$ cat src/shared/tmc_defines.svh
// Purpose: constants for the timer module common core
// Assumes: system clock 125 MHz, one clock domain
// Notes:   register offsets and field positions of the plain register port
// What this block does
// RULE1 - clock select picks sys, high, base, pin
// RULE2 - reserved select code stops all counting
// RULE3 - compact and standard: interrupts A and P
// RULE4 - enhanced: comparators A, B, P with interrupts
// RULE5 - match raises interrupt, may clear, drive pin
// RULE6 - external input rising or falling edge selectable
// RULE7 - external input counts only when selected
// RULE8 - match output: set, clear or toggle
// RULE9 - pwm waveform on the compare output pin
// RULE10 - one enable bit per output pin
// RULE11 - port data bit inverts each output pin
// RULE12 - compact/enhanced 10 bits, standard 16 bits
// RULE13 - enable one selects timer, zero other function
// RULE14 - count one per active edge, hold reserved
// RULE15 - interrupt flags sticky until software clears
`ifndef TMC_DEFINES_SVH
`define TMC_DEFINES_SVH

`define TMC_AW            4
`define TMC_DW            16
`define TMC_CW            16
`define TMC_NPIN          2

`define TMC_OFF_CTRL0     4'h0
`define TMC_OFF_CTRL1     4'h1
`define TMC_OFF_CMPA      4'h2
`define TMC_OFF_CMPB      4'h3
`define TMC_OFF_CMPP      4'h4
`define TMC_OFF_COUNT     4'h5
`define TMC_OFF_STATUS    4'h6
`define TMC_OFF_MASK      4'h7
`define TMC_OFF_PINEN     4'h8
`define TMC_OFF_PORTDAT   4'h9

// control 0 fields
`define TMC_CK_LSB        0
`define TMC_CK_MSB        2
`define TMC_RUN_BIT       3
`define TMC_EDGE_BIT      4
// control 1 fields
`define TMC_MODE_LSB      0
`define TMC_MODE_MSB      1
`define TMC_ACT_LSB       2
`define TMC_ACT_MSB       3
`define TMC_CLRP_BIT      4
`define TMC_CLRA_BIT      5
`define TMC_ACTB_LSB      6
`define TMC_ACTB_MSB      7

// clock select codes
`define TMC_CK_SYS4       3'h0
`define TMC_CK_SYS        3'h1
`define TMC_CK_HIGH16     3'h2
`define TMC_CK_HIGH64     3'h3
`define TMC_CK_TBC        3'h4
`define TMC_CK_RESERVED   3'h5
`define TMC_CK_PIN_RISE   3'h6
`define TMC_CK_PIN_ALT    3'h7

`define TMC_DIV_SYS4      4'h3
`define TMC_DIV_HIGH16    4'hF
`define TMC_HIGH64_CNT    2'h3

// interrupt status bits
`define TMC_IRQ_A         0
`define TMC_IRQ_B         1
`define TMC_IRQ_P         2
`define TMC_NIRQ          3

`define TMC_PINEN_RESET   2'h1
`define TMC_CTRL0_RESET   16'h0000
`define TMC_CTRL1_RESET   16'h0000

`endif

$ cat src/shared/tmc_pkg.sv
// Purpose: types for the timer module common core
// Assumes: constants live in tmc_defines.svh
// Notes:   timer type selects the width and comparator set
package tmc_pkg;
  typedef enum logic [1:0] {
    TMC_COMPACT,
    TMC_STANDARD,
    TMC_ENHANCED
  } tmc_type_e;

  typedef enum logic [1:0] {
    TMC_MODE_CMP_OUT,
    TMC_MODE_TIMER,
    TMC_MODE_PWM,
    TMC_MODE_SPARE
  } tmc_mode_e;

  typedef enum logic [1:0] {
    TMC_ACT_NONE,
    TMC_ACT_LOW,
    TMC_ACT_HIGH,
    TMC_ACT_TOGGLE
  } tmc_act_e;
endpackage : tmc_pkg

$ cat src/core/tmc_core.sv
// Purpose: common timer core: counter, comparators, interrupts, output pins
// Assumes: register port strobes are one cycle, read data one cycle later
// Notes:   timer type parameter fixes counter width and comparator set
`include "tmc_defines.svh"

module tmc_core
  import tmc_pkg::*;
#(
  parameter tmc_type_e TM_TYPE = TMC_ENHANCED
) (
  input  wire logic                     sys_clk,
  input  wire logic                     rst_n,
  input  wire logic                     high_clk_tick,
  input  wire logic                     time_base_tick,
  input  wire logic                     external_count_input,
  input  wire logic [`TMC_AW-1:0]       reg_addr,
  input  wire logic [`TMC_DW-1:0]       reg_wdata,
  input  wire logic                     reg_wr,
  input  wire logic                     reg_rd,
  output logic      [`TMC_DW-1:0]       reg_rdata_q,
  output logic                          irq_q,
  output logic      [`TMC_NPIN-1:0]     timer_output_pin_q,
  output logic      [`TMC_NPIN-1:0]     timer_output_pin_oe_n_q,
  output logic      [`TMC_NPIN-1:0]     timer_pin_select_q
);

  // ------------------------------------------------------------
  // width and comparator set
  // ------------------------------------------------------------
  localparam logic [`TMC_CW-1:0] CNT_MASK =
    (TM_TYPE == TMC_STANDARD) ? 16'hFFFF : 16'h03FF; // RULE12
  localparam logic HAS_B = (TM_TYPE == TMC_ENHANCED); // RULE3 RULE4

  logic [`TMC_DW-1:0]     ctrl0_q;
  logic [`TMC_DW-1:0]     ctrl1_q;
  logic [`TMC_CW-1:0]     cmpa_q;
  logic [`TMC_CW-1:0]     cmpb_q;
  logic [`TMC_CW-1:0]     cmpp_q;
  logic [`TMC_CW-1:0]     count_q;
  logic [`TMC_NIRQ-1:0]   status_q;
  logic [`TMC_NIRQ-1:0]   mask_q;
  logic [`TMC_NPIN-1:0]   pinen_q;
  logic [`TMC_NPIN-1:0]   portdat_q;
  logic                   out_lvl_q;
  logic [3:0]             pre_q;
  logic [1:0]             hpre_q;
  logic [3:0]             hdiv_q;

  logic [2:0]             ck_sel;
  logic                   run;
  tmc_mode_e              mode;
  tmc_act_e               act;
  tmc_act_e               act_b;
  logic                   pin_edge;
  logic                   tick;
  logic                   match_a;
  logic                   match_b;
  logic                   match_p;
  logic [`TMC_NIRQ-1:0]   events;
  logic [`TMC_NIRQ-1:0]   w1c;
  logic                   clr_cnt;
  logic                   out_lvl_d;

  assign ck_sel = ctrl0_q[`TMC_CK_MSB:`TMC_CK_LSB];
  assign run    = ctrl0_q[`TMC_RUN_BIT];
  assign mode   = tmc_mode_e'(ctrl1_q[`TMC_MODE_MSB:`TMC_MODE_LSB]);
  assign act    = tmc_act_e'(ctrl1_q[`TMC_ACT_MSB:`TMC_ACT_LSB]);
  assign act_b  = tmc_act_e'(ctrl1_q[`TMC_ACTB_MSB:`TMC_ACTB_LSB]);

  // ------------------------------------------------------------
  // external input
  // ------------------------------------------------------------
  tmc_sync_edge u_pin_sync (
    .sys_clk     (sys_clk),
    .rst_n       (rst_n),
    .pin_async   (external_count_input),
    .falling_sel (ctrl0_q[`TMC_EDGE_BIT]),
    .edge_pulse  (pin_edge)
  );

  // ------------------------------------------------------------
  // clock prescalers
  // ------------------------------------------------------------
  always_ff @(posedge sys_clk or negedge rst_n) begin
    if (!rst_n) begin
      pre_q <= 4'h0;
    end else begin
      pre_q <= pre_q + 4'h1;
    end
  end

  // high clock arrives as a one-cycle tick from the clock unit
  always_ff @(posedge sys_clk or negedge rst_n) begin
    if (!rst_n) begin
      hdiv_q <= 4'h0;
    end else if (high_clk_tick) begin
      hdiv_q <= hdiv_q + 4'h1;
    end
  end

  // second stage turns the divide-by-16 wrap into divide-by-64
  always_ff @(posedge sys_clk or negedge rst_n) begin
    if (!rst_n) begin
      hpre_q <= 2'h0;
    end else if (high_clk_tick && (hdiv_q == `TMC_DIV_HIGH16)) begin
      hpre_q <= hpre_q + 2'h1;
    end
  end

  always_comb begin
    case (ck_sel) // RULE1
      `TMC_CK_SYS4:     tick = (pre_q[1:0] == 2'(`TMC_DIV_SYS4));
      `TMC_CK_SYS:      tick = 1'b1;
      `TMC_CK_HIGH16:   tick = high_clk_tick && (hdiv_q == `TMC_DIV_HIGH16);
      `TMC_CK_HIGH64:   tick = high_clk_tick && (hdiv_q == `TMC_DIV_HIGH16)
                               && (hpre_q == `TMC_HIGH64_CNT);
      `TMC_CK_TBC:      tick = time_base_tick;
      `TMC_CK_RESERVED: tick = 1'b0; // RULE2
      `TMC_CK_PIN_RISE: tick = pin_edge; // RULE7
      `TMC_CK_PIN_ALT:  tick = pin_edge; // RULE7
      default:          tick = 1'b0;
    endcase
  end

  // ------------------------------------------------------------
  // counter and comparators
  // ------------------------------------------------------------
  // a stopped timer holds its counter at zero; without the run gate a
  // zero compare value would keep raising events while stopped
  assign match_a = run && tick && (count_q == cmpa_q); // RULE5
  assign match_b = HAS_B && run && tick && (count_q == cmpb_q); // RULE4
  assign match_p = run && tick && (count_q == cmpp_q); // RULE5
  assign events  = {match_p, match_b, match_a};

  assign clr_cnt = (match_p && ctrl1_q[`TMC_CLRP_BIT]) ||
                   (match_a && ctrl1_q[`TMC_CLRA_BIT]); // RULE5

  always_ff @(posedge sys_clk or negedge rst_n) begin
    if (!rst_n) begin
      count_q <= '0;
    end else if (!run) begin
      count_q <= '0;
    end else if (clr_cnt) begin
      count_q <= '0;
    end else if (tick) begin
      count_q <= (count_q + 16'h0001) & CNT_MASK; // RULE14 RULE12
    end
  end

  // ------------------------------------------------------------
  // output level
  // ------------------------------------------------------------
  always_comb begin
    out_lvl_d = out_lvl_q;
    case (mode)
      TMC_MODE_CMP_OUT: begin
        if (run && match_a) begin
          case (act) // RULE8
            TMC_ACT_LOW:    out_lvl_d = 1'b0;
            TMC_ACT_HIGH:   out_lvl_d = 1'b1;
            TMC_ACT_TOGGLE: out_lvl_d = ~out_lvl_q;
            default:        out_lvl_d = out_lvl_q;
          endcase
        end else if (run && match_b) begin
          case (act_b) // RULE8
            TMC_ACT_LOW:    out_lvl_d = 1'b0;
            TMC_ACT_HIGH:   out_lvl_d = 1'b1;
            TMC_ACT_TOGGLE: out_lvl_d = ~out_lvl_q;
            default:        out_lvl_d = out_lvl_q;
          endcase
        end
      end
      TMC_MODE_PWM: begin
        // edge-aligned: high from period wrap until duty match
        if (run && match_a) begin
          out_lvl_d = 1'b0; // RULE9
        end else if (run && (clr_cnt || (tick && count_q == 16'h0000))) begin
          out_lvl_d = 1'b1; // RULE9
        end
      end
      TMC_MODE_TIMER: out_lvl_d = 1'b0;
      default:        out_lvl_d = out_lvl_q;
    endcase
  end

  always_ff @(posedge sys_clk or negedge rst_n) begin
    if (!rst_n) begin
      out_lvl_q <= 1'b0;
    end else begin
      out_lvl_q <= out_lvl_d;
    end
  end

  // port data bit inverts each pin, so two pins can run complementary
  always_ff @(posedge sys_clk or negedge rst_n) begin
    if (!rst_n) begin
      timer_output_pin_q <= '0;
    end else begin
      timer_output_pin_q <= {`TMC_NPIN{out_lvl_d}} ^ portdat_q; // RULE11
    end
  end

  // pins drive only when enabled
  always_ff @(posedge sys_clk or negedge rst_n) begin
    if (!rst_n) begin
      timer_output_pin_oe_n_q <= '1;
    end else begin
      timer_output_pin_oe_n_q <= ~pinen_q; // RULE10 RULE13
    end
  end

  always_ff @(posedge sys_clk or negedge rst_n) begin
    if (!rst_n) begin
      timer_pin_select_q <= '0;
    end else begin
      timer_pin_select_q <= pinen_q; // RULE13
    end
  end

  // ------------------------------------------------------------
  // interrupts
  // ------------------------------------------------------------
  assign w1c = (reg_wr && reg_addr == `TMC_OFF_STATUS) ?
               reg_wdata[`TMC_NIRQ-1:0] : '0;

  // set wins over a clear in the same cycle
  always_ff @(posedge sys_clk or negedge rst_n) begin
    if (!rst_n) begin
      status_q <= '0;
    end else begin
      status_q <= (status_q & ~w1c) | events; // RULE15 RULE3
    end
  end

  always_ff @(posedge sys_clk or negedge rst_n) begin
    if (!rst_n) begin
      irq_q <= 1'b0;
    end else begin
      irq_q <= |(status_q & mask_q);
    end
  end

  // ------------------------------------------------------------
  // register port
  // ------------------------------------------------------------
  // one process per register keeps each write decode local; unmapped
  // indices simply match none of them
  always_ff @(posedge sys_clk or negedge rst_n) begin
    if (!rst_n) begin
      ctrl0_q <= `TMC_CTRL0_RESET;
    end else if (reg_wr && (reg_addr == `TMC_OFF_CTRL0)) begin
      ctrl0_q <= reg_wdata;
    end
  end

  always_ff @(posedge sys_clk or negedge rst_n) begin
    if (!rst_n) begin
      ctrl1_q <= `TMC_CTRL1_RESET;
    end else if (reg_wr && (reg_addr == `TMC_OFF_CTRL1)) begin
      ctrl1_q <= reg_wdata;
    end
  end

  always_ff @(posedge sys_clk or negedge rst_n) begin
    if (!rst_n) begin
      cmpa_q <= '0;
    end else if (reg_wr && (reg_addr == `TMC_OFF_CMPA)) begin
      cmpa_q <= reg_wdata & CNT_MASK;
    end
  end

  // comparator B only exists on the enhanced type
  always_ff @(posedge sys_clk or negedge rst_n) begin
    if (!rst_n) begin
      cmpb_q <= '0;
    end else if (reg_wr && (reg_addr == `TMC_OFF_CMPB)) begin
      cmpb_q <= HAS_B ? (reg_wdata & CNT_MASK) : '0;
    end
  end

  always_ff @(posedge sys_clk or negedge rst_n) begin
    if (!rst_n) begin
      cmpp_q <= '0;
    end else if (reg_wr && (reg_addr == `TMC_OFF_CMPP)) begin
      cmpp_q <= reg_wdata & CNT_MASK;
    end
  end

  always_ff @(posedge sys_clk or negedge rst_n) begin
    if (!rst_n) begin
      mask_q <= '0;
    end else if (reg_wr && (reg_addr == `TMC_OFF_MASK)) begin
      mask_q <= reg_wdata[`TMC_NIRQ-1:0] & {1'b1, HAS_B, 1'b1};
    end
  end

  always_ff @(posedge sys_clk or negedge rst_n) begin
    if (!rst_n) begin
      pinen_q <= `TMC_PINEN_RESET;
    end else if (reg_wr && (reg_addr == `TMC_OFF_PINEN)) begin
      pinen_q <= reg_wdata[`TMC_NPIN-1:0]; // RULE10
    end
  end

  always_ff @(posedge sys_clk or negedge rst_n) begin
    if (!rst_n) begin
      portdat_q <= '0;
    end else if (reg_wr && (reg_addr == `TMC_OFF_PORTDAT)) begin
      portdat_q <= reg_wdata[`TMC_NPIN-1:0];
    end
  end

  always_ff @(posedge sys_clk or negedge rst_n) begin
    if (!rst_n) begin
      reg_rdata_q <= '0;
    end else if (reg_rd) begin
      case (reg_addr)
        `TMC_OFF_CTRL0:   reg_rdata_q <= ctrl0_q;
        `TMC_OFF_CTRL1:   reg_rdata_q <= ctrl1_q;
        `TMC_OFF_CMPA:    reg_rdata_q <= cmpa_q;
        `TMC_OFF_CMPB:    reg_rdata_q <= cmpb_q;
        `TMC_OFF_CMPP:    reg_rdata_q <= cmpp_q;
        `TMC_OFF_COUNT:   reg_rdata_q <= count_q;
        `TMC_OFF_STATUS:  reg_rdata_q <= {13'h0000, status_q};
        `TMC_OFF_MASK:    reg_rdata_q <= {13'h0000, mask_q};
        `TMC_OFF_PINEN:   reg_rdata_q <= {14'h0000, pinen_q};
        `TMC_OFF_PORTDAT: reg_rdata_q <= {14'h0000, portdat_q};
        default:          reg_rdata_q <= '0;
      endcase
    end else begin
      reg_rdata_q <= '0;
    end
  end

endmodule : tmc_core

$ cat src/core/tmc_sync_edge.sv
// Purpose: two-flop synchroniser with edge detection for the pin input
// Assumes: pin is asynchronous to sys_clk
// Notes:   the first flop feeds only the second flop
module tmc_sync_edge (
  input  wire logic sys_clk,
  input  wire logic rst_n,
  input  wire logic pin_async,
  input  wire logic falling_sel,
  output logic      edge_pulse
);
  logic meta_q;
  logic sync_q;
  logic last_q;

  always_ff @(posedge sys_clk or negedge rst_n) begin
    if (!rst_n) begin
      meta_q <= 1'b0;
      sync_q <= 1'b0;
      last_q <= 1'b0;
    end else begin
      meta_q <= pin_async;
      sync_q <= meta_q;
      last_q <= sync_q;
    end
  end

  // active edge polarity chosen by software
  assign edge_pulse = falling_sel ? (last_q & ~sync_q) : (~last_q & sync_q); // RULE6
endmodule : tmc_sync_edge

$ cat config.mk
export PLATFORM = sky130hd
export DESIGN_NAME = tmc_core
export DESIGN_NICKNAME = d
export VERILOG_FILES = /design/src/shared/tmc_pkg.sv /design/src/core/tmc_core.sv /design/src/core/tmc_sync_edge.sv
export VERILOG_INCLUDE_DIRS = /design/src /design/src/shared
export SDC_FILE = /design/constraint.sdc
export NUM_CORES = 1
export LEC_CHECK = 0
export BUFFER_PORTS_ARGS = -buffer_cell sky130_fd_sc_hd__buf_2
export CAP_MARGIN = 20
export CORE_MARGIN = 1
export CORE_UTILIZATION = 45
export CTS_CLUSTER_DIAMETER = 200
export DETAILED_ROUTE_END_ITERATION = 12
export PLACE_DENSITY = 0.65
export SLEW_MARGIN = 5
export SYNTH_ARGS = -nofsm -noshare
export SYNTH_HDL_FRONTEND = slang
export SYNTH_HIERARCHICAL = 1
export SYNTH_SLANG_ARGS = --single-unit
$ cat constraint.sdc
create_clock -name sys_clk -period 2.5 [get_ports sys_clk]
set_input_delay 0.25 -clock sys_clk [delete_from_list [all_inputs] [get_ports sys_clk]]
set_output_delay 0.25 -clock sys_clk [all_outputs]
set_load 0.02 [all_outputs]
==> results.yml <==
floorplanning:
  dieArea_mm2: 0.0128
  rows: 40
  initial_core_util_pct: 46.2
  core_mm2: 0.0120
  die_y_um: 113
  die_w_um: 113
  io_pins: 50
timing:
  slew_viol_final: 0
  holdWs_ns: 0.0736
  tns_ns: 0
  fin_ws_ns: 0.255
  worst_pin_slew_ns: 0.680
  fmax_mhz: 445
  post-route-period-util_pct: 89.8
  relSlewSlack_pct: 54.6
  setup_viol: 0
  fin_crit_ns: 2.25
  rsz0062_at_grt: "no"
  hold_violations: 0
  skew_ns: 0.00504
route:
  firstDrtPassIters: 5
  drc: 0
  drt_wl_total_mm: 13.8
  via_per_inst: 5.74
  first_iter_violations: 341
  wl_per_cell_um: 20.0
  ant_nets: 0
  num_vias: 3956
grt:
  first_global_vias: 3922
  grt_max_degree: 71
  antenna_found_initial: 0
  gr-usage-all-layers_pct: 23.4
  grt_first_pass_wirelength_mm: 22.1
  grt_overflow: 0
synth:
  yosys_warnings: 6
  synthTopCellsByArea: "dfrtp_1 (51%), mux2_2 (16%), xor2_1 (3.3%)"
  syn_inst: 466
  synth_top_area_share_pct: 51.4
  synth_top_family_by_area: "multiplexers"
  ys_ff_latch: 117
  synth_xor_area_share_pct: 5.69
  synth_nets: 498
  yosys.area_share.adder_pct: 1.13
  synth-main-ff-cell: "dfrtp_1"
  ys_types: 52
  ys_seq_area_share_pct: 52.9
  synthMuxAreaShare_pct: 17.1
  synth-edff-count: 0
  synth_compound_area_share_pct: 9.57
  synthArstFlopShare_pct: 100
  synthSimpleGateAreaFrac_pct: 10.7
  yosys.area.top_type: "dfrtp_1"
  synth.avg_cell_area_um2: 11.9
  synth_area_mm2: 0.00555
cells_and_area:
  area.growth.synth_to_final_pct: 19.3
  antenna_cells: 0
  drive_gt1_share_pct: 34.7
  fin_nets: 561
  n_fill_cell: 1046
  final_util_pct: 55.1
placed_design:
  dp_hpwl_mm: 9.70
  dpl_worst_slack_ns: 0.154
  port-buffer-count: 49
  place_congestion: 0.960
setup_path:
  cp_num_buf_inv: 0
  critPathMaxFanout: 9
  critPathLaunch: "hdiv_q[0]$_DFFE_PN0P_"
  critPathCaptureType: "flip-flop"
  path_cells: "ha_1 > and4_1 > a311oi_1 > nand3b_1 > o21ai_0 > o22ai_2 > xor2_1"
  r2r_start: "hdiv_q[0]$_DFFE_PN0P_"
  arrival_ns: 2.58
  cp_top_family: "compound AO/OA/AOI/OAI gates"
  required_ns: 2.83
  worst-r2r-setup-slack_ns: 0.25
  rr_worst_depth: 7
  critical_path_class: "reg -> reg"
  worst_setup_path_start_kind: "flip-flop"
  cp_slowest_stage_delay_ns: 0.42
  critPathSlowestCell: "nand3b_1"
  regToRegEndpoint: "timer_output_pin_q[1]$_DFF_PN0_"
power_and_ir_drop:
  vdd_drop_max_uv: 652
  leakagePower_nw: 3.02
  total_power_mw: 6.22
  powerDensity_mw_per_mm2: 940
job:
  drv_cap: 0
clocking:
  cts_num_sinks: 117
  cts.htree.levels: 4
  insertion_delay_ns: 0.41
  path_clk_slew_ns: 0.05
  cts_tree: "done"
  cts-root-buf: "clkbuf_16"
  cts_buffers: 17
  cts.path.max_buffers: 2
status:
  status: "complete, no violations"
min_path:
  min_from: "reg_wdata[14]"
  hold_depth: 2
  holdPathEnd: "ctrl1_q[14]$_DFFE_PN0P_"
  hp-class: "in -> reg"
-- how the worst max path moves through the flow --
stage | to | cells after the start | slack [ns]
CTS | timer_output_pin_q[1]$_DFF_PN0_ | 7 | 0.13
floorplan | count_q[0]$_DFFE_PN0P_ | 7 | 0.51
global placement | timer_output_pin_q[0]$_DFF_PN0_ | 7 | 0.15
finish | timer_output_pin_q[1]$_DFF_PN0_ | 7 | 0.25
detailed placement | timer_output_pin_q[1]$_DFF_PN0_ | 7 | 0.15
global route | count_q[5]$_DFFE_PN0P_ | 7 | 0.06
-- registers in the layout, indices dropped and copies added (netlist names), named ones only --
register and cells:
count_q 10, irq_q 1, timer_output_pin_oe_n_q 2, mask_q 3, portdat_q 2, u_pin_sync/sync_q 1
u_pin_sync/last_q 1, hpre_q 2, ctrl0_q 16, cmpp_q 10, timer_pin_select_q 2, u_pin_sync/meta_q 1
cmpa_q 10, status_q 3, pinen_q 2, timer_output_pin_q 2, pre_q 2, ctrl1_q 16
reg_rdata_q 16, cmpb_q 10, hdiv_q 4
-- cell families after synthesis --
logic type / after synthesis
AO/OA/AOI/OAI: 75
multiplexers: 85
buffers and inverters: 34
AND/OR/NAND/NOR: 114
adder cells (fa/ha/maj): 5
flip-flops: 117
XOR/XNOR: 36
-- placed cells by master, fill, tap and decap left out, types with 6 or more instances in the layout --
cell       Yosys  final
buf_2          7     48
mux2i_1        7      7
clkinv_2       0      6
a222oi_1       7      7
a21oi_1       12     12
xnor2_1       15     15
and3_1         6      6
nor2_1        22     22
buf_4          1     16
clkbuf_16      0     17
o21ai_0       16     16
xor2_1        21     21
mux2_2        78     78
dfrtp_1      114    114
nand2_1       30     30
nor3_1        11     11
nor4_1         6      6
inv_1         10     10
nand4_1        6      6
a22oi_1       12     12
nand3_1        6      6
-- layer usage --
| metal | share of wire (%) | vias to the layer above | wire [µm] | track usage [%] |
|---|---|---|---|---|
| li1 | - | 1820 | - | - |
| met1 | 47 | 1981 | 6510 | 32.9 |
| met2 | 45 | 141 | 6120 | 34.4 |
| met3 | 6.5 | 14 | 898 | 7.45 |
| met4 | 1.6 | 0 | 219 | 7.37 |
| met5 | 0 | - | 0 | 0 |
-- cells in the mapped netlist, drive strengths merged, types with 2 or more instances --
library cell / count
nor2: 24
and3: 6
mux2: 78
buf: 12
nand3b: 5
o21ai: 18
o21ba: 2
nor2b: 4
nand3: 6
dfrtp: 114
nor4: 6
a22oi: 12
mux2i: 7
a22o: 4
inv: 10
nand2b: 5
a222oi: 7
or3b: 3
xnor2: 15
xor2: 21
nand4: 6
a31oi: 4
a21oi: 12
nand2: 30
a221oi: 3
dfstp: 3
clkbuf: 12
ha: 5
nor3: 14
a21boi: 4
-- final cells by class --
type	instances	area, µm²	share of cell area, %
flip-flops and latches	117	2930	44.3
multi-input cells	315	2450	37.0
clock inverters	10	129	1.95
inverters	10	37.5	0.567
well taps	147	184	2.78
repair buffers	68	420	6.35
clock buffers	22	464	7.01
-- where the power goes --
| part | leakage [nW] | internal [mW] | switching [mW] |
|---|---|---|---|
| clock | 0.297 | 1.61 | 0.831 |
| sequential | 1.47 | 2.30 | 0.359 |
| combinational | 1.25 | 0.561 | 0.557 |
| total | 3.02 | 4.47 | 1.75 |
-- per-stage QoR --
stage	instances	instance area [µm²]
6_report	689	6620
3_5_place_dp	653	5990
5_1_grt	689	6620
4_1_cts	687	6600
3_3_place_gp	653	5990
2_1_floorplan	466	5550
-- what timing repair did --
action	in CTS	in global routing
gates resized for setup	0	0
hold buffers	2	0
endpoints found under the setup margin	0	1
buffers inserted	0	2
hold endpoints to repair	24	0
(Power assumes the default switching activity.)
